$ cat config.mk
export PLATFORM = sky130hd
export DESIGN_NAME = serial_port_status_flags
export DESIGN_NICKNAME = d
export VERILOG_FILES = /design/src/include/serial_port_pkg.sv /design/src/link_shifter.sv /design/src/serial_port_status_flags.sv /design/src/sync_two_flop.sv
export VERILOG_INCLUDE_DIRS = /design/src /design/src/include
export SDC_FILE = /design/constraint.sdc
export NUM_CORES = 1
export LEC_CHECK = 0
export ABC_AREA = 1
export BUFFER_PORTS_ARGS = -buffer_cell sky130_fd_sc_hd__buf_2
export CORE_MARGIN = 2
export CORE_UTILIZATION = 55
export CTS_BUF_LIST = sky130_fd_sc_hd__clkbuf_2 sky130_fd_sc_hd__clkbuf_4 sky130_fd_sc_hd__clkbuf_8
export CTS_CLUSTER_SIZE = 40
export DETAILED_ROUTE_END_ITERATION = 8
export PLACE_DENSITY = 0.85
export SKIP_LAST_GASP = 1
export SYNTH_ARGS = -nofsm -noshare
export SYNTH_HDL_FRONTEND = slang
export SYNTH_SLANG_ARGS = --single-unit
$ cat constraint.sdc
create_clock -name i_sys_clk -period 7.98 [get_ports i_sys_clk]
set_input_delay 0.399 -clock i_sys_clk [delete_from_list [all_inputs] [get_ports i_sys_clk]]
set_output_delay 0.399 -clock i_sys_clk [all_outputs]
set_load 0.02 [all_outputs]
$ cat src/include/serial_port_defs.svh
`ifndef SERIAL_PORT_DEFS_SVH
`define SERIAL_PORT_DEFS_SVH

// register byte offsets
`define SPS_OFF_STATUS 8'h00
`define SPS_OFF_CONTROL 8'h04
`define SPS_OFF_DATA 8'h08
`define SPS_OFF_INT_STATUS 8'h0C
`define SPS_OFF_INT_CLEAR 8'h10
`define SPS_OFF_INT_ENABLE 8'h14

// status register field positions
`define SPS_RX_COUNT_HI 28
`define SPS_RX_COUNT_LO 24
`define SPS_TX_COUNT_HI 20
`define SPS_TX_COUNT_LO 16
`define SPS_BIT_FRAME_ERROR 12
`define SPS_BIT_ACTIVE 11
`define SPS_BIT_UNDERRUN 8
`define SPS_BIT_SHIFTER_EMPTY 7
`define SPS_BIT_OVERFLOW 6
`define SPS_BIT_RX_EMPTY 5
`define SPS_BIT_TX_EMPTY 3
`define SPS_BIT_TX_FULL 1
`define SPS_BIT_RX_FULL 0

// control register field positions
`define SPS_CTL_MODULE_ON 0
`define SPS_CTL_DEEP_FIFO 1
`define SPS_CTL_FRAMING 2
`define SPS_CTL_OVF_IGNORE 3
`define SPS_CTL_UR_IGNORE 4
`define SPS_CTL_WIDTH 5
`define SPS_CTL_RESET 5'h00

// interrupt event bit positions
`define SPS_EV_RX_WORD 0
`define SPS_EV_TX_LOAD 1
`define SPS_EV_OVERFLOW 2
`define SPS_EV_UNDERRUN 3
`define SPS_EV_FRAME_ERROR 4
`define SPS_EV_WIDTH 5

// fifo and word geometry
`define SPS_WORD_BITS 8
`define SPS_PTR_BITS 4
`define SPS_FIFO_DEPTH 16

`endif

$ cat src/include/serial_port_pkg.sv
package serial_port_pkg;

    typedef enum logic [1:0] {
        RUN_OFF = 2'b00,
        RUN_ACTIVE = 2'b01,
        RUN_HALTED = 2'b10
    } run_state_t;

endpackage : serial_port_pkg

$ cat src/link_shifter.sv
`timescale 1ns/10ps
`include "serial_port_defs.svh"

module link_shifter (
    // clock and reset
    input wire logic i_clk,
    input wire logic i_rstn,
    // link timing, already synchronised
    input wire logic i_active,
    input wire logic i_flush,
    input wire logic i_rise,
    input wire logic i_fall,
    input wire logic i_sdi,
    // word load from the transmit side
    input wire logic i_load,
    input wire logic [`SPS_WORD_BITS-1:0] i_load_data,
    // results
    output logic o_sdo,
    output logic o_rx_done,
    output logic [`SPS_WORD_BITS-1:0] o_rx_word,
    output logic o_empty,
    output logic o_mid_word,
    output logic o_word_start
);

    logic [`SPS_WORD_BITS-1:0] tx_sr;
    logic [`SPS_WORD_BITS-1:0] rx_sr;
    logic [2:0] bit_cnt;
    logic loaded;

    wire sample = i_active & i_rise;
    wire last_bit = sample & (bit_cnt == 3'h7);
    wire abort = i_flush | (~i_active & o_mid_word);

    assign o_sdo = tx_sr[`SPS_WORD_BITS-1];
    assign o_empty = ~loaded & (bit_cnt == 3'h0);
    assign o_mid_word = (bit_cnt != 3'h0);
    assign o_word_start = sample & (bit_cnt == 3'h0);

    always_ff @(posedge i_clk or negedge i_rstn) begin
        if (!i_rstn) begin
            bit_cnt <= 3'h0;
            rx_sr <= 8'h00;
            o_rx_word <= 8'h00;
            o_rx_done <= 1'b0;
        end else begin
            o_rx_done <= last_bit;
            if (!i_active || i_flush) begin
                bit_cnt <= 3'h0;
            end else if (i_rise) begin
                bit_cnt <= 3'(bit_cnt + 3'h1);
            end
            if (sample) begin
                rx_sr <= {rx_sr[6:0], i_sdi};
            end
            if (last_bit) begin
                o_rx_word <= {rx_sr[6:0], i_sdi};
            end
        end
    end

    // once a word is shifted out only zeros follow until the next load
    always_ff @(posedge i_clk or negedge i_rstn) begin
        if (!i_rstn) begin
            tx_sr <= 8'h00;
            loaded <= 1'b0;
        end else if (abort) begin
            tx_sr <= 8'h00;
            loaded <= 1'b0;
        end else if (i_load) begin
            tx_sr <= i_load_data;
            loaded <= 1'b1;
        end else begin
            if (i_active && i_fall) begin
                tx_sr <= {tx_sr[6:0], 1'b0};
            end
            if (i_active && i_fall && bit_cnt == 3'h0) begin
                loaded <= 1'b0;
            end
        end
    end

endmodule : link_shifter

$ cat src/serial_port_status_flags.sv
`timescale 1ns/10ps
`include "serial_port_defs.svh"

// Operation
// rx fill count in bits 28 to 24
// tx fill count in bits 20 to 16
// frame error sticks until software clears
// activity bit high during any transfer
// underrun flag set, cleared by restart or zero
// bit 7 shows shift register empty
// overflow set when received word discarded
// overflow cleared only by restart or zero
// rx empty when read equals write pointer
// tx empty set on load, cleared on write
// standard mode tx full set by write
// deep mode tx full at pointer plus one
// standard mode rx full until software read
// deep mode rx full at pointer plus one
// unimplemented status bits read zero
// overflow halts port unless ignored
// underrun halts, or zeros sent if ignored
// writing one to error flags changes nothing
module serial_port_status_flags (
    // clock and reset
    input wire logic i_sys_clk,
    input wire logic i_rstn,
    // apb slave
    input wire logic i_psel,
    input wire logic i_penable,
    input wire logic i_pwrite,
    input wire logic [7:0] i_paddr,
    input wire logic [31:0] i_pwdata,
    output logic [31:0] o_prdata,
    output logic o_pready,
    output logic o_pslverr,
    // serial link, the peer drives clock and frame select
    input wire logic i_sck,
    input wire logic i_sdi,
    input wire logic i_ss_n,
    output logic o_sdo,
    output logic o_sdo_oe_n,
    // interrupt
    output logic o_irq
);

    // reset release
    logic rstn_meta;
    logic sys_rstn;

    always_ff @(posedge i_sys_clk or negedge i_rstn) begin
        if (!i_rstn) begin
            rstn_meta <= 1'b0;
            sys_rstn <= 1'b0;
        end else begin
            rstn_meta <= 1'b1;
            sys_rstn <= rstn_meta;
        end
    end

    // link pin synchronisers and edge detection
    logic [2:0] pins_sync;
    logic sck_prev;
    logic ss_n_prev;

    sync_two_flop #(
        .WIDTH(3)
    ) u_pin_sync (
        .i_clk(i_sys_clk),
        .i_rstn(sys_rstn),
        .i_async({~i_ss_n, i_sdi, i_sck}),
        .o_sync(pins_sync)
    );

    wire sck_s = pins_sync[0];
    wire sdi_s = pins_sync[1];
    wire ss_n_s = ~pins_sync[2];
    wire sck_rise = sck_s & ~sck_prev;
    wire sck_fall = ~sck_s & sck_prev;
    wire frame_end = ss_n_s & ~ss_n_prev;

    always_ff @(posedge i_sys_clk or negedge sys_rstn) begin
        if (!sys_rstn) begin
            sck_prev <= 1'b0;
            ss_n_prev <= 1'b1;
        end else begin
            sck_prev <= sck_s;
            ss_n_prev <= ss_n_s;
        end
    end

    // apb decode
    logic [`SPS_CTL_WIDTH-1:0] control;
    logic [`SPS_EV_WIDTH-1:0] int_status;
    logic [`SPS_EV_WIDTH-1:0] int_enable;
    logic [31:0] status_word;
    logic [31:0] read_mux;

    wire setup = i_psel & ~i_penable;
    wire access = i_psel & i_penable;
    wire hit_status = (i_paddr == `SPS_OFF_STATUS);
    wire hit_control = (i_paddr == `SPS_OFF_CONTROL);
    wire hit_data = (i_paddr == `SPS_OFF_DATA);
    wire hit_int_status = (i_paddr == `SPS_OFF_INT_STATUS);
    wire hit_int_clear = (i_paddr == `SPS_OFF_INT_CLEAR);
    wire hit_int_enable = (i_paddr == `SPS_OFF_INT_ENABLE);
    wire mapped = hit_status | hit_control | hit_data | hit_int_status | hit_int_clear | hit_int_enable;
    wire wr_status = access & i_pwrite & hit_status;
    wire wr_control = access & i_pwrite & hit_control;
    wire wr_data = access & i_pwrite & hit_data;
    wire rd_data = access & ~i_pwrite & hit_data;
    wire wr_int_clear = access & i_pwrite & hit_int_clear;
    wire wr_int_enable = access & i_pwrite & hit_int_enable;

    // every access completes in its first access cycle
    assign o_pready = 1'b1;
    assign o_pslverr = access & ~mapped;

    // control fields
    wire module_on = control[`SPS_CTL_MODULE_ON];
    wire deep_fifo_enable = control[`SPS_CTL_DEEP_FIFO];
    wire framing_enable = control[`SPS_CTL_FRAMING];
    wire overflow_ignore = control[`SPS_CTL_OVF_IGNORE];
    wire underrun_ignore = control[`SPS_CTL_UR_IGNORE];
    logic module_on_prev;
    wire restart = module_on & ~module_on_prev;

    always_ff @(posedge i_sys_clk or negedge sys_rstn) begin
        if (!sys_rstn) begin
            control <= `SPS_CTL_RESET;
            module_on_prev <= 1'b0;
        end else begin
            module_on_prev <= module_on;
            if (wr_control) begin
                control <= i_pwdata[`SPS_CTL_WIDTH-1:0];
            end
        end
    end

    // run state
    serial_port_pkg::run_state_t run_state;
    serial_port_pkg::run_state_t next_run_state;
    logic ovf_event;
    logic ur_event;
    logic fe_event;

    wire running = (run_state == serial_port_pkg::RUN_ACTIVE);
    wire link_active = running & ~ss_n_s;
    wire critical = (ovf_event & ~overflow_ignore) | (ur_event & ~underrun_ignore);

    always_comb begin
        next_run_state = run_state;
        case (run_state)
            serial_port_pkg::RUN_OFF: begin
                if (module_on) begin
                    next_run_state = serial_port_pkg::RUN_ACTIVE;
                end
            end
            serial_port_pkg::RUN_ACTIVE: begin
                if (!module_on) begin
                    next_run_state = serial_port_pkg::RUN_OFF;
                end else if (critical) begin
                    next_run_state = serial_port_pkg::RUN_HALTED;
                end
            end
            serial_port_pkg::RUN_HALTED: begin
                // only switching the module off and on again restarts it
                if (!module_on) begin
                    next_run_state = serial_port_pkg::RUN_OFF;
                end
            end
            default: begin
                next_run_state = serial_port_pkg::RUN_OFF;
            end
        endcase
    end

    always_ff @(posedge i_sys_clk or negedge sys_rstn) begin
        if (!sys_rstn) begin
            run_state <= serial_port_pkg::RUN_OFF;
        end else begin
            run_state <= next_run_state;
        end
    end

    // transmit fifo, holds a single word in standard mode
    logic [`SPS_WORD_BITS-1:0] tx_mem [`SPS_FIFO_DEPTH];
    logic [`SPS_PTR_BITS-1:0] cpu_write_pointer;
    logic [`SPS_PTR_BITS-1:0] shifter_read_pointer;

    wire [`SPS_PTR_BITS-1:0] tx_used = `SPS_PTR_BITS'(cpu_write_pointer - shifter_read_pointer);
    wire [4:0] tx_fill_count = {1'b0, tx_used};
    wire tx_holding_empty_flag = (tx_used == 4'h0);
    wire tx_deep_full = (`SPS_PTR_BITS'(cpu_write_pointer + 4'h1) == shifter_read_pointer);
    wire tx_holding_full_flag = deep_fifo_enable ? tx_deep_full : ~tx_holding_empty_flag;
    wire tx_push = wr_data & ~tx_holding_full_flag & module_on;

    // receive fifo
    logic [`SPS_WORD_BITS-1:0] rx_mem [`SPS_FIFO_DEPTH];
    logic [`SPS_PTR_BITS-1:0] shifter_write_pointer;
    logic [`SPS_PTR_BITS-1:0] cpu_read_pointer;

    wire [`SPS_PTR_BITS-1:0] rx_used = `SPS_PTR_BITS'(shifter_write_pointer - cpu_read_pointer);
    wire [4:0] rx_fill_count = {1'b0, rx_used};
    wire rx_fifo_empty_flag = (cpu_read_pointer == shifter_write_pointer);
    wire rx_deep_full = (`SPS_PTR_BITS'(shifter_write_pointer + 4'h1) == cpu_read_pointer);
    wire rx_holding_full_flag = deep_fifo_enable ? rx_deep_full : ~rx_fifo_empty_flag;
    wire rx_pop = rd_data & ~rx_fifo_empty_flag;

    // shift engine
    logic shifter_empty_flag;
    logic mid_word;
    logic word_start;
    logic rx_done;
    logic [`SPS_WORD_BITS-1:0] rx_word;

    // while running, a word moves to the shifter as soon as it is free
    wire tx_pop = running & shifter_empty_flag & ~tx_holding_empty_flag;
    wire rx_push = rx_done & ~rx_holding_full_flag;

    link_shifter u_shifter (
        .i_clk(i_sys_clk),
        .i_rstn(sys_rstn),
        .i_active(link_active),
        .i_flush(~running),
        .i_rise(sck_rise),
        .i_fall(sck_fall),
        .i_sdi(sdi_s),
        .i_load(tx_pop),
        .i_load_data(tx_mem[shifter_read_pointer]),
        .o_sdo(o_sdo),
        .o_rx_done(rx_done),
        .o_rx_word(rx_word),
        .o_empty(shifter_empty_flag),
        .o_mid_word(mid_word),
        .o_word_start(word_start)
    );

    // fifo pointers are cleared while the module is off
    always_ff @(posedge i_sys_clk or negedge sys_rstn) begin
        if (!sys_rstn) begin
            cpu_write_pointer <= 4'h0;
            shifter_read_pointer <= 4'h0;
            shifter_write_pointer <= 4'h0;
            cpu_read_pointer <= 4'h0;
        end else if (!module_on) begin
            cpu_write_pointer <= 4'h0;
            shifter_read_pointer <= 4'h0;
            shifter_write_pointer <= 4'h0;
            cpu_read_pointer <= 4'h0;
        end else begin
            if (tx_push) begin
                cpu_write_pointer <= `SPS_PTR_BITS'(cpu_write_pointer + 4'h1);
            end
            if (tx_pop) begin
                shifter_read_pointer <= `SPS_PTR_BITS'(shifter_read_pointer + 4'h1);
            end
            if (rx_push) begin
                shifter_write_pointer <= `SPS_PTR_BITS'(shifter_write_pointer + 4'h1);
            end
            if (rx_pop) begin
                cpu_read_pointer <= `SPS_PTR_BITS'(cpu_read_pointer + 4'h1);
            end
        end
    end

    // storage has no reset; pointers decide what is valid
    always_ff @(posedge i_sys_clk) begin
        if (tx_push) begin
            tx_mem[cpu_write_pointer] <= i_pwdata[`SPS_WORD_BITS-1:0];
        end
        if (rx_push) begin
            rx_mem[shifter_write_pointer] <= rx_word;
        end
    end

    // error events; a full receiver discards the new word and keeps the old
    assign ovf_event = rx_done & rx_holding_full_flag;
    assign ur_event = framing_enable & word_start & shifter_empty_flag;
    assign fe_event = framing_enable & running & frame_end & mid_word;

    // sticky error flags; a set in the clearing cycle wins
    logic rx_overflow_flag;
    logic tx_underrun_flag;
    logic frame_error_flag;

    wire clr_ovf = (wr_status & ~i_pwdata[`SPS_BIT_OVERFLOW]) | restart;
    wire clr_ur = (wr_status & ~i_pwdata[`SPS_BIT_UNDERRUN]) | restart;
    wire clr_fe = wr_status & ~i_pwdata[`SPS_BIT_FRAME_ERROR];

    always_ff @(posedge i_sys_clk or negedge sys_rstn) begin
        if (!sys_rstn) begin
            rx_overflow_flag <= 1'b0;
            tx_underrun_flag <= 1'b0;
            frame_error_flag <= 1'b0;
        end else begin
            rx_overflow_flag <= ovf_event | (rx_overflow_flag & ~clr_ovf);
            tx_underrun_flag <= ur_event | (tx_underrun_flag & ~clr_ur);
            frame_error_flag <= fe_event | (frame_error_flag & ~clr_fe);
        end
    end

    // activity covers an open frame while running and any word still in the shifter
    wire port_active_flag = link_active | ~shifter_empty_flag;

    // status word, positions not listed stay zero
    always_comb begin
        status_word = 32'h0000_0000;
        status_word[`SPS_RX_COUNT_HI:`SPS_RX_COUNT_LO] = rx_fill_count;
        status_word[`SPS_TX_COUNT_HI:`SPS_TX_COUNT_LO] = tx_fill_count;
        status_word[`SPS_BIT_FRAME_ERROR] = frame_error_flag;
        status_word[`SPS_BIT_ACTIVE] = port_active_flag;
        status_word[`SPS_BIT_UNDERRUN] = tx_underrun_flag;
        status_word[`SPS_BIT_SHIFTER_EMPTY] = shifter_empty_flag;
        status_word[`SPS_BIT_OVERFLOW] = rx_overflow_flag;
        status_word[`SPS_BIT_RX_EMPTY] = rx_fifo_empty_flag;
        status_word[`SPS_BIT_TX_EMPTY] = tx_holding_empty_flag;
        status_word[`SPS_BIT_TX_FULL] = tx_holding_full_flag;
        status_word[`SPS_BIT_RX_FULL] = rx_holding_full_flag;
    end

    // interrupts
    logic [`SPS_EV_WIDTH-1:0] events;

    always_comb begin
        events = '0;
        events[`SPS_EV_RX_WORD] = rx_push;
        events[`SPS_EV_TX_LOAD] = tx_pop;
        events[`SPS_EV_OVERFLOW] = ovf_event;
        events[`SPS_EV_UNDERRUN] = ur_event;
        events[`SPS_EV_FRAME_ERROR] = fe_event;
    end

    wire [`SPS_EV_WIDTH-1:0] int_clear_mask = wr_int_clear ? i_pwdata[`SPS_EV_WIDTH-1:0] : '0;

    always_ff @(posedge i_sys_clk or negedge sys_rstn) begin
        if (!sys_rstn) begin
            int_status <= '0;
            int_enable <= '0;
            o_irq <= 1'b0;
        end else begin
            int_status <= events | (int_status & ~int_clear_mask);
            if (wr_int_enable) begin
                int_enable <= i_pwdata[`SPS_EV_WIDTH-1:0];
            end
            o_irq <= |((events | (int_status & ~int_clear_mask)) & int_enable);
        end
    end

    // read data is captured in setup and held through access
    always_comb begin
        case (i_paddr)
            `SPS_OFF_STATUS: read_mux = status_word;
            `SPS_OFF_CONTROL: read_mux = {27'h000_0000, control};
            `SPS_OFF_DATA: read_mux = {24'h00_0000, rx_mem[cpu_read_pointer]};
            `SPS_OFF_INT_STATUS: read_mux = {27'h000_0000, int_status};
            `SPS_OFF_INT_ENABLE: read_mux = {27'h000_0000, int_enable};
            default: read_mux = 32'h0000_0000;
        endcase
    end

    always_ff @(posedge i_sys_clk or negedge sys_rstn) begin
        if (!sys_rstn) begin
            o_prdata <= 32'h0000_0000;
        end else if (setup && !i_pwrite) begin
            o_prdata <= (hit_data && rx_fifo_empty_flag) ? 32'h0000_0000 : read_mux;
        end
    end

    // data out is driven only while the peer selects us
    always_ff @(posedge i_sys_clk or negedge sys_rstn) begin
        if (!sys_rstn) begin
            o_sdo_oe_n <= 1'b1;
        end else begin
            o_sdo_oe_n <= ~link_active;
        end
    end

endmodule : serial_port_status_flags

$ cat src/sync_two_flop.sv
`timescale 1ns/10ps

module sync_two_flop #(
    parameter int WIDTH = 1
) (
    // clock and reset
    input wire logic i_clk,
    input wire logic i_rstn,
    // asynchronous level in, synchronous level out
    input wire logic [WIDTH-1:0] i_async,
    output logic [WIDTH-1:0] o_sync
);

    logic [WIDTH-1:0] meta;

    always_ff @(posedge i_clk or negedge i_rstn) begin
        if (!i_rstn) begin
            meta <= '0;
            o_sync <= '0;
        end else begin
            meta <= i_async;
            o_sync <= meta;
        end
    end

endmodule : sync_two_flop

==> results.sh, run 1 <==
export IMPL_cts_setup_buffers=0
export IMPL_power_density_nw_per_um2=212
export IMPL_num_rows=61
export IMPL_r2r_slack_ns=3.91
export IMPL_syn_instance_count=1455
export IMPL_syn_area_sq_um=15300
export IMPL_status="finished, final reports clean"
export IMPL_grt_pass1_wl_um=55800
export IMPL_synthMostInstantiatedCell="nand2_1"
export IMPL_fmax_mhz=246
export IMPL_initial_core_util_pct=55.5
export IMPL_setup_ws_ns=3.91
export IMPL_antennaDiodeCount=0
export IMPL_hold_violations=0
export IMPL_max_cap_violations=0
export IMPL_met2_usage_pct=39.4
export IMPL_num_io_pins=85
export IMPL_die_x_um=171
export IMPL_cts_made_buffers=54
export IMPL_grt_use_total_pct=24.9
export IMPL_required_ns=8.19
export IMPL_setup_viol=0
export IMPL_num_vias=11000
export IMPL_rsz0062_at_grt="no"
export IMPL_power_leakage_nw=7.00
export IMPL_synth_largest_area_cell="edfxtp_1"
export IMPL_syn_avg_cell_area_sq_um=10.5
export IMPL_port_buffers=48
export IMPL_min_to="frame_error_flag$_DFF_PN0_"
export IMPL_dieArea_sq_um=29200
export IMPL_die_h_um=171
export IMPL_ctsResizeCount=0
export IMPL_yosysUniqueCellTypes=49
export IMPL_yosysSeqAreaShare_pct=66.0
export IMPL_grt_max_degree=73
export IMPL_report_final_slew_viol_count=0
export IMPL_period_minus_slack_ns=4.07
export IMPL_timing_rr_start="cpu_read_pointer[2]$_DFFE_PN0P_"
export IMPL_cts_sinks=352
export IMPL_core_sq_um=27600
export IMPL_ant_nets=0
export IMPL_drive_above_1_share_pct=12.6
export IMPL_use_met1_pct=33.8
export IMPL_skew_ns=0.0436
export IMPL_grt_pass1_vias=10700
export IMPL_critPathCaptureType="flop"
export IMPL_hold_path_depth=3
export IMPL_relSlewSlack_pct=15.2
export IMPL_finalCritPeriodShare_pct=51.0
export IMPL_routed_wl_um=35600
export IMPL_layout_nets=1579
export IMPL_hp_class="primary input to flop"
export IMPL_synthToLayoutAreaGrowth_pct=10.6
export IMPL_pre_cts_ws_ns=3.90
export IMPL_dr_pass1_iters=6
export IMPL_path_class="flop to flop"
export IMPL_clkLatencyLatePin_ns=0.62
export IMPL_met3_usage_pct=4.63
export IMPL_drt_iter0_drc=1470
export IMPL_antenna_found_initial=0
export IMPL_vias_per_cell=5.70
export IMPL_worst_pin_slew_ns=1.26
export IMPL_routabilityCongestion=0.892
export IMPL_synthArstFlopShare_pct=27.3
export IMPL_synth_edf_count=256
export IMPL_yosys_top_cells_count="nand2_1 (344), edfxtp_1 (256), nor2_1 (169), nand3_1 (141), o21ai_0 (121)"
export IMPL_cts_max_path_buffers=3
export IMPL_ys_flop_type="edfxtp_1"
export IMPL_top_usage_layer="met2"
export IMPL_fin_cells=1930
export IMPL_cts_tree="built"
export IMPL_setup_tns_final_ns=0
export IMPL_ys_ff_latch=352
export IMPL_grt_overflow=0
export IMPL_cp_arrival_ns=4.28
export IMPL_post_dp_hpwl_um=22600
export IMPL_clk_pin_slew_ns=0.07
export IMPL_yosys_warnings=0
export IMPL_ctsRootBufferMaster="clkbuf_8"
export IMPL_wire_per_inst_um=18.5
export IMPL_reg2reg_depth=11
export IMPL_rr_endpoint="rx_mem[0][2]$_DFFE_PP_"
export IMPL_hp_start="i_pwdata[12]"
export IMPL_path_max_fanout=24
export IMPL_ir_drop_uv=145
export IMPL_yosys_area_top_type_share_pct=50.3
export IMPL_netlist_top_cells_area="edfxtp_1 (50%), dfrtp_1 (15%), nand2_1 (8.4%)"
export IMPL_dp_cells=1828
export IMPL_ctsHoldBuffers=4
export IMPL_fill_cells=2080
export IMPL_htreeDepth=2
export IMPL_startpoint_type="flop"
export IMPL_drc=0
==> placed cells by master (no fill, tap or decap), drive strengths merged <==
master       count
nand3          145
o21ai          131
nand3b           1
xor2             4
edfxtp         256
nor3            31
inv            100
dfrtp           94
nand2          352
a22oi            2
or2              7
conb            15
a31oi            1
dlygate4sd3      4
ha              19
nor3b            1
and2             3
or3              1
dfstp            2
a21boi           1
o211ai          15
buf             55
clkbuf          83
o22ai            7
a21oi           15
bufinv           1
fa               2
clkinv          13
nand4           11
xnor2            2
nor2           178
==> state kept, by name, indices dropped and copies added (netlist names), 5 cells and up <==
name,cells
control,5
int_enable,5
int_status,5
o_prdata,19
rx_mem,128
tx_mem,128
u_shifter.o_rx_word,8
u_shifter.rx_sr,7
u_shifter.tx_sr,8
==> critical path: stages (launching register included) <==
cell	delay [ns]
dfrtp_1	0.93
inv_1	0.55
ha_1	0.50
nand2_1	0.08
inv_1	0.06
nand2_1	0.05
or2_4	0.27
nand2_1	0.08
nand3_1	0.17
inv_2	0.16
nand2_1	0.18
nor2_1	0.65
==> metrics by stage <==
step / hold WS [ns] / utilization, % / total power, W / area, sq um
2_1_floorplan: 0.103 / - / 0.00204 / 15300
3_3_place_gp: 0.184 / 57.1 / 0.00207 / 15700
3_5_place_dp: 0.187 / 57.1 / 0.00207 / 15700
4_1_cts: 0.00377 / 61.4 / 0.00360 / 16900
5_1_grt: 0.0342 / 61.4 / 0.00368 / 16900
6_report: 0.0158 / 61.4 / 0.00359 / 16900
==> layout make-up <==
type	instances	area (sq um)	share of cell area, %
Tap cell	378	473	2.80
Clock buffer	83	1020	6.05
Timing Repair Buffer	59	333	1.97
Sequential cell	352	10100	59.7
Multi-Input combinational cell	944	4490	26.5
Inverter	99	377	2.23
Clock inverter	15	123	0.725
==> routing by layer <==
metal	vias to the layer above	wire, um	share of wire [%]
li1	5031	-	-
met1	5246	14100	39
met2	588	16600	47
met3	130	3470	9.7
met4	0	1470	4.1
met5	-	0	0
==> worst max-delay path by stage <==
stage                     cells past startpoint                       to                           startpoint
after floorplan                              13   tx_mem[0][0]$_DFFE_PP_  shifter_read_pointer[1]$_DFFE_PN0P_
after global placement                       11  tx_mem[10][3]$_DFFE_PP_  shifter_read_pointer[2]$_DFFE_PN0P_
after detailed placement                     11  tx_mem[10][3]$_DFFE_PP_  shifter_read_pointer[2]$_DFFE_PN0P_
after CTS                                    11  tx_mem[10][0]$_DFFE_PP_  shifter_read_pointer[2]$_DFFE_PN0P_
after global routing                         11   rx_mem[1][5]$_DFFE_PP_      cpu_read_pointer[2]$_DFFE_PN0P_
final                                        11   rx_mem[0][2]$_DFFE_PP_      cpu_read_pointer[2]$_DFFE_PN0P_
==> cell families after synthesis <==
group                      count (synthesis)  synth area share [%]
AOI/OAI and AO/OA                        172                  6.05
xor gates and xnor gates                   6                 0.344
adders and majority gates                 21                  1.82
buffers and inverters                    172                  4.98
DFF                                      352                  66.0
other                                      2                0.0491
and+or+nand+nor                          730                  20.8
==> where the power goes <==
group           total, W  switching [W]  leakage (nW)  internal (W)
Clock            0.00156       0.000701         0.610      0.000856
Combinational  0.0000638      0.0000494          2.48     0.0000145
Sequential       0.00197     0.00000708          3.91       0.00196
Power figures use the tool's default switching activity.
==> inputs of run 2 (changes only) <==
ABC_AREA = 0   (was 1)
clock period = 4.2 ns   (was 7.98 ns; I/O delays follow)
==> run 2 against run 1 <==
Hold slack improved by 0.0066 ns. Register-to-register slack got worse by 3.4 ns. Clock skew decreased by 0.012 ns. Power increased by 140%. Flip-flop and latch count unchanged. Count of clock-buffer cells in the layout decreased by 9. Clock power increased by 81%. Worst setup slack got worse by 3.4 ns. Critical path depth decreased by 2. Sequential power increased by 100%. Final area decreased by 0.57%.
==> results.sh, run 2 <==
export IMPL_p_comb_share_pct=20.6
export IMPL_cp_cell_sequence="inv_1 -> ha_1 -> inv_1 -> fa_1 -> xnor2_1 -> a31oi_1 -> nor3_1 -> nand4_1 -> nor2_1"
export IMPL_htreeDepth=2
export IMPL_cpPeakStageDelay_ns=0.70
export IMPL_met3_length_um=2110
export IMPL_grt_max_degree=71
export IMPL_yosys_area_top_type_share_pct=51.1
export IMPL_final_common_cell="edfxtp_1"
export IMPL_cpLargestDelayFamily="simple AND/OR/NAND/NOR gates"
export IMPL_cp_arrival_ns=3.89
export IMPL_top_regs="rx_mem x128, tx_mem x128, o_prdata x19"
export IMPL_num_rows=60
export IMPL_maxUsedRoutingLayer="met4"
export IMPL_clkLatencyLatePin_ns=0.60
export IMPL_netlist_top_cells_area="edfxtp_1 (51%), dfrtp_1 (16%), mux4_2 (8.2%)"
export IMPL_post_dp_hpwl_um=21200
export IMPL_drive_above_1_share_pct=24.9
export IMPL_fin_cells=1447
export IMPL_grt_use_total_pct=22.9
export IMPL_layout_nets=1129
export IMPL_cts_max_path_buffers=3
export IMPL_status="finished, final reports clean"
export IMPL_ys_ff_latch=352
export IMPL_ctsRootBufferMaster="clkbuf_8"
export IMPL_crit_buf_inv=2
export IMPL_cts_setup_buffers=0
export IMPL_cts_tree="built"
export IMPL_p_switching_w=0.00246
export IMPL_setup_viol=0
export IMPL_core_sq_um=26900
export IMPL_setup_tns_final_ns=0
export IMPL_startpoint_type="flop"
export IMPL_yosys_top_cells_count="edfxtp_1 (256), dfrtp_1 (94), nand2_1 (75), mux4_2 (55), nor2_1 (42)"
export IMPL_wire_per_inst_um=22.4
export IMPL_worst_path_most_repeated_cell="inv_1"
export IMPL_period_minus_slack_ns=3.68
export IMPL_clkPwrFrac_pct=32.9
export IMPL_yosys_warnings=0
export IMPL_synthArstFlopShare_pct=27.3
export IMPL_path_class="flop to flop"
export IMPL_wl_met1_um=12200
export IMPL_die_h_um=169
export IMPL_yosysSeqAreaShare_pct=67.1
export IMPL_syn_instance_count=968
export IMPL_path_depth=9
export IMPL_synthMostInstantiatedCell="edfxtp_1"
export IMPL_power_leakage_nw=6.40
export IMPL_p_int_w=0.00611
export IMPL_max_cap_violations=0
export IMPL_cts_made_buffers=53
export IMPL_vias_per_cell=6.14
export IMPL_report_final_slew_viol_count=0
export IMPL_final_cell_mix="edfxtp_1 (256), dfrtp_1 (91), nand2_1 (75)"
export IMPL_grt_pass1_vias=8904
export IMPL_required_ns=4.41
export IMPL_fmax_mhz=272
export IMPL_hold_violations=0
export IMPL_relSlewSlack_pct=32.6
export IMPL_ctsResizeCount=0
export IMPL_switching_share_pct=28.7
export IMPL_critPathCaptureType="flop"
export IMPL_dieArea_sq_um=28700
export IMPL_grt_pass1_wl_um=49800
export IMPL_finalCritPeriodShare_pct=87.7
export IMPL_initial_core_util_pct=55.9
export IMPL_syn_avg_cell_area_sq_um=15.5
export IMPL_clk_pin_slew_ns=0.06
export IMPL_hold_path_depth=1
export IMPL_synth_edf_count=256
export IMPL_routabilityCongestion=0.887
export IMPL_path_max_fanout=8
export IMPL_power_density_nw_per_um2=509
export IMPL_crit_slowest_cell="nor2_1"
export IMPL_synthToLayoutAreaGrowth_pct=11.9
export IMPL_worst_pin_slew_ns=1.00
export IMPL_fill_cells=1869
export IMPL_syn_area_sq_um=15000
export IMPL_drt_iter0_drc=1005
export IMPL_yosysUniqueCellTypes=73
export IMPL_cts_sinks=352
export IMPL_dp_cells=1338
export IMPL_antenna_found_initial=0
export IMPL_die_x_um=169
export IMPL_dr_pass1_iters=5
export IMPL_num_vias=8881
export IMPL_hp_class="primary input to flop"
export IMPL_synth_largest_area_cell="edfxtp_1"
export IMPL_seqPwrFrac_pct=46.5
export IMPL_num_io_pins=85
export IMPL_dr_wl_met2_um=16800
export IMPL_rsz0062_at_grt="no"
export IMPL_ir_drop_uv=374
export IMPL_grt_overflow=0
export IMPL_port_buffers=48
export IMPL_reg2reg_depth=9
export IMPL_ant_nets=0
export IMPL_drc=0
export IMPL_skew_ns=0.0313
export IMPL_routed_wl_um=32400
export IMPL_ys_flop_type="edfxtp_1"
-- run 2: cell types whose count changed in the layout (fill, tap and decap cells not counted), sizes merged, moves of 12 or more --
cell	previous run	this run
nand2	352	76
nor2	178	42
nand3	145	24
o21ai	131	21
inv	100	26
mux4	0	55
mux2i	0	37
mux2	0	34
buf	55	77
nor3	31	19
-- run 2: final timing paths --
path / start / to / slack [ns]
min in group asynchronous: sys_rstn$_DFF_PN0_ / u_pin_sync.meta[1]$_DFF_PN0_ / 0.45
max reg2reg: cpu_write_pointer[0]$_DFFE_PN0P_ / tx_mem[15][7]$_DFFE_PP_ / 0.52
max in group asynchronous: sys_rstn$_DFF_PN0_ / cpu_read_pointer[0]$_DFFE_PN0P_ / 2.83
min: i_pwdata[5] / tx_mem[3][5]$_DFFE_PP_ / 0.02
max: cpu_write_pointer[0]$_DFFE_PN0P_ / tx_mem[15][7]$_DFFE_PP_ / 0.52
min reg2reg: u_pin_sync.meta[2]$_DFF_PN0_ / u_pin_sync.o_sync[2]$_DFF_PN0_ / 0.35
-- run 2: per-stage QoR --
step	utilization [%]	cell area [sq um]	setup slack, ns	total power, W	hold slack (ns)
2_1_floorplan	-	15100	-0.0595	0.00529	-0.0856
3_3_place_gp	58.3	15700	0.693	0.00573	-0.00351
3_5_place_dp	58.3	15700	0.618	0.00579	-0.00361
4_1_cts	62.6	16800	0.606	0.00860	0.000610
5_1_grt	62.6	16800	0.241	0.00891	0.0104
6_report	62.6	16800	0.517	0.00857	0.0224
-- run 2: cell type report --
type	instances	area (sq um)	share of cell area, %
Inverter	27	101	0.602
Tap cell	341	427	2.54
Clock buffer	74	906	5.39
Antenna cell	1	2.50	0.0149
Sequential cell	352	10100	60.0
Clock inverter	26	173	1.03
Timing Repair Buffer	85	538	3.20
Multi-Input combinational cell	541	4580	27.2
-- run 2: logic make-up after synthesis --
kind of cell	share of synthesized area, %
other	0.0500
adders and majority gates	1.85
and+or+nand+nor	8.41
buffers and inverters	2.76
AOI/OAI and AO/OA	5.41
muxes	13.2
DFF	67.1
xor gates and xnor gates	1.15
-- run 2: what timing repair did --
item / 4_1_cts / 5_1_grt
setup endpoints to repair: 0 / 0
hold endpoints to repair: 8 / 0
hold buffers: 8 / 0
-- run 2: power groups by stage --
stage               clock network [W]  logic, W  registers, W
floorplan                           0   0.00129       0.00400
global placement                    0   0.00169       0.00404
detailed placement                  0   0.00174       0.00405
CTS                           0.00286   0.00176       0.00399
global route                  0.00301   0.00189       0.00400
finish                        0.00282   0.00176       0.00399
-- run 2: metal layers --
layer | track usage (%) | vias up
li1 | - | 3893
met1 | 27.8 | 4470
met2 | 39.7 | 415
met3 | 4.62 | 103
met4 | 10.8 | 0
met5 | 0 | -
==> inputs of run 3 (changes only) <==
RECOVER_POWER = 25   (was not set)
==> run 3 against run 2 <==
Die area unchanged. Clock power is essentially flat. Clock skew up 0.0015 ns. Non-clock buffer count unchanged. Fmax decreased by 0.86%. Register-to-register slack got worse by 0.03 ns. Via count is 0.45% lower. Sequential power is essentially flat. Sequential share of layout area increased by 0.067 points. First-iteration DRC count is 3.1% lower. Hold slack improved by 0.015 ns. Wire length is essentially flat.
==> results.sh, run 3 (same netlist as run 2, synthesis figures left out) <==
export IMPL_status="finished, final reports clean"
export IMPL_routed_wl_um=32400
export IMPL_hp_start="i_pwrite"
export IMPL_cts_sinks=352
export IMPL_cpLargestDelayFamily="simple AND/OR/NAND/NOR gates"
export IMPL_initial_core_util_pct=55.9
export IMPL_report_final_slew_viol_count=0
export IMPL_drt_iter0_drc=974
export IMPL_grt_pass1_wl_um=49800
export IMPL_power_leakage_nw=6.37
export IMPL_pre_cts_ws_ns=0.618
export IMPL_top_regs="rx_mem x128, tx_mem x128, o_prdata x19"
export IMPL_final_common_cell="edfxtp_1"
export IMPL_crit_slowest_cell="nor2_1"
export IMPL_hold_violations=0
export IMPL_ctsRootBufferMaster="clkbuf_8"
export IMPL_cp_cell_sequence="inv_1 -> ha_1 -> inv_1 -> fa_1 -> xnor2_1 -> a31oi_1 -> nor3_1 -> nand4_1 -> nor2_1"
export IMPL_rr_endpoint="tx_mem[15][7]$_DFFE_PP_"
export IMPL_antennaDiodeCount=0
export IMPL_r2r_slack_ns=0.49
export IMPL_ir_drop_uv=374
export IMPL_switching_share_pct=28.6
export IMPL_p_switching_w=0.00245
export IMPL_drc=0
export IMPL_crit_buf_inv=2
export IMPL_clkLatencyLatePin_ns=0.59
export IMPL_grt_use_total_pct=22.9
export IMPL_cpPeakStageDelay_ns=0.72
export IMPL_synthToLayoutAreaGrowth_pct=11.8
export IMPL_hold_path_depth=4
export IMPL_setup_viol=0
export IMPL_worst_pin_slew_ns=1.04
export IMPL_whs_ns=0.0370
export IMPL_drive_above_1_share_pct=23.9
export IMPL_fmax_mhz=269
export IMPL_final_cell_mix="edfxtp_1 (256), dfrtp_1 (91), nand2_1 (75)"
export IMPL_cts_setup_buffers=0
export IMPL_setup_ws_ns=0.485
export IMPL_startpoint_type="flop"
export IMPL_seqPwrFrac_pct=46.6
export IMPL_min_to="o_prdata[8]$_DFFE_PN0P_"
export IMPL_relSlewSlack_pct=30.5
export IMPL_die_h_um=169
export IMPL_cp_arrival_ns=3.92
export IMPL_cts_max_path_buffers=3
export IMPL_p_int_w=0.00611
export IMPL_wire_per_inst_um=22.4
export IMPL_cts_tree="built"
export IMPL_grt_max_degree=71
export IMPL_rsz0062_at_grt="no"
export IMPL_path_depth=9
export IMPL_max_cap_violations=0
export IMPL_path_max_fanout=8
export IMPL_worst_path_most_repeated_cell="inv_1"
export IMPL_routabilityCongestion=0.887
export IMPL_fill_cells=1869
export IMPL_dr_pass1_iters=5
export IMPL_skew_ns=0.0328
export IMPL_cts_made_buffers=53
export IMPL_num_vias=8841
export IMPL_vias_per_cell=6.11
export IMPL_antenna_found_initial=0
export IMPL_grt_pass1_vias=8904
export IMPL_period_minus_slack_ns=3.71
export IMPL_path_class="flop to flop"
export IMPL_p_comb_share_pct=20.6
export IMPL_core_sq_um=26900
export IMPL_num_rows=60
export IMPL_htreeDepth=2
export IMPL_power_density_nw_per_um2=510
export IMPL_clk_pin_slew_ns=0.06
export IMPL_timing_rr_start="cpu_write_pointer[0]$_DFFE_PN0P_"
export IMPL_num_io_pins=85
export IMPL_post_dp_hpwl_um=21200
export IMPL_grt_overflow=0
export IMPL_port_buffers=48
export IMPL_layout_nets=1129
export IMPL_reg2reg_depth=9
export IMPL_die_x_um=169
export IMPL_ant_nets=0
export IMPL_hp_class="primary input to flop"
export IMPL_critPathCaptureType="flop"
export IMPL_finalCritPeriodShare_pct=88.4
export IMPL_required_ns=4.41
export IMPL_clkPwrFrac_pct=32.8
export IMPL_dieArea_sq_um=28700
==> run 3: changes by cell type in the layout (fill, tap and decap cells not counted) <==
cell,before,now
buf_2,48,38
buf_4,29,28
clkbuf_1,0,11
diode_2,1,0
==> run 3: worst min-delay path, cell delays in order <==
cell and delay [ns]:
buf_2 0.13, nor3b_2 0.10, nand2_1 0.07, o21ai_0 0.06
==> run 3: final cells by class <==
class                   count  area [sq um]  area share (%)
clock buffers              74           906            5.39
clock inverters            26           173            1.03
inverters                  27           101           0.603
multi-input cells         541          4580            27.2
flip-flops and latches    352         10100            60.1
well taps                 341           427            2.54
repair buffers             85           522            3.11
==> run 3: power by group through the flow <==
stage                     Combinational (W)  Clock, W  Sequential, W
after global routing                0.00189   0.00301        0.00401
after detailed placement            0.00174         0        0.00405
after global placement              0.00169         0        0.00404
after CTS                           0.00176   0.00286        0.00399
final                               0.00176   0.00281        0.00399
after floorplan                     0.00129         0        0.00400
==> run 3: what timing repair did <==
| item | 4_1_cts | 5_1_grt |
|---|---|---|
| hold buffers | 8 | 0 |
| gates resized for setup | 0 | 0 |
| hold endpoints to repair | 8 | 0 |
==> run 3: metrics by stage <==
stage	cell area, sq um	power, W	TNS [ns]	std cells	util, %
after floorplan	15100	0.00529	-1.90	981	-
after global placement	15700	0.00573	0	1338	58.3
after detailed placement	15700	0.00579	0	1338	58.3
after CTS	16800	0.00860	0	1446	62.6
after global routing	16800	0.00890	0	1446	62.5
final	16800	0.00856	0	1446	62.5
==> run 3: layer usage <==
| metal | wire (um) | share of wire, % | global-route usage (%) |
|---|---|---|---|
| met1 | 12100 | 37 | 27.8 |
| met2 | 16700 | 52 | 39.7 |
| met3 | 2200 | 6.8 | 4.62 |
| met4 | 1380 | 4.3 | 10.8 |
| met5 | 0 | 0 | 0 |
==> run 3: how the worst max path moves through the flow <==
stage                                              from                      end  slack, ns
finish                 cpu_write_pointer[0]$_DFFE_PN0P_  tx_mem[15][7]$_DFFE_PP_       0.49
global route           cpu_write_pointer[0]$_DFFE_PN0P_  tx_mem[15][7]$_DFFE_PP_       0.24
CTS                    cpu_write_pointer[0]$_DFFE_PN0P_  tx_mem[15][7]$_DFFE_PP_       0.61
detailed placement     cpu_write_pointer[0]$_DFFE_PN0P_  tx_mem[15][4]$_DFFE_PP_       0.62
global placement       cpu_write_pointer[0]$_DFFE_PN0P_  tx_mem[15][2]$_DFFE_PP_       0.69
floorplan           shifter_read_pointer[1]$_DFFE_PN0P_   tx_mem[1][0]$_DFFE_PP_      -0.06
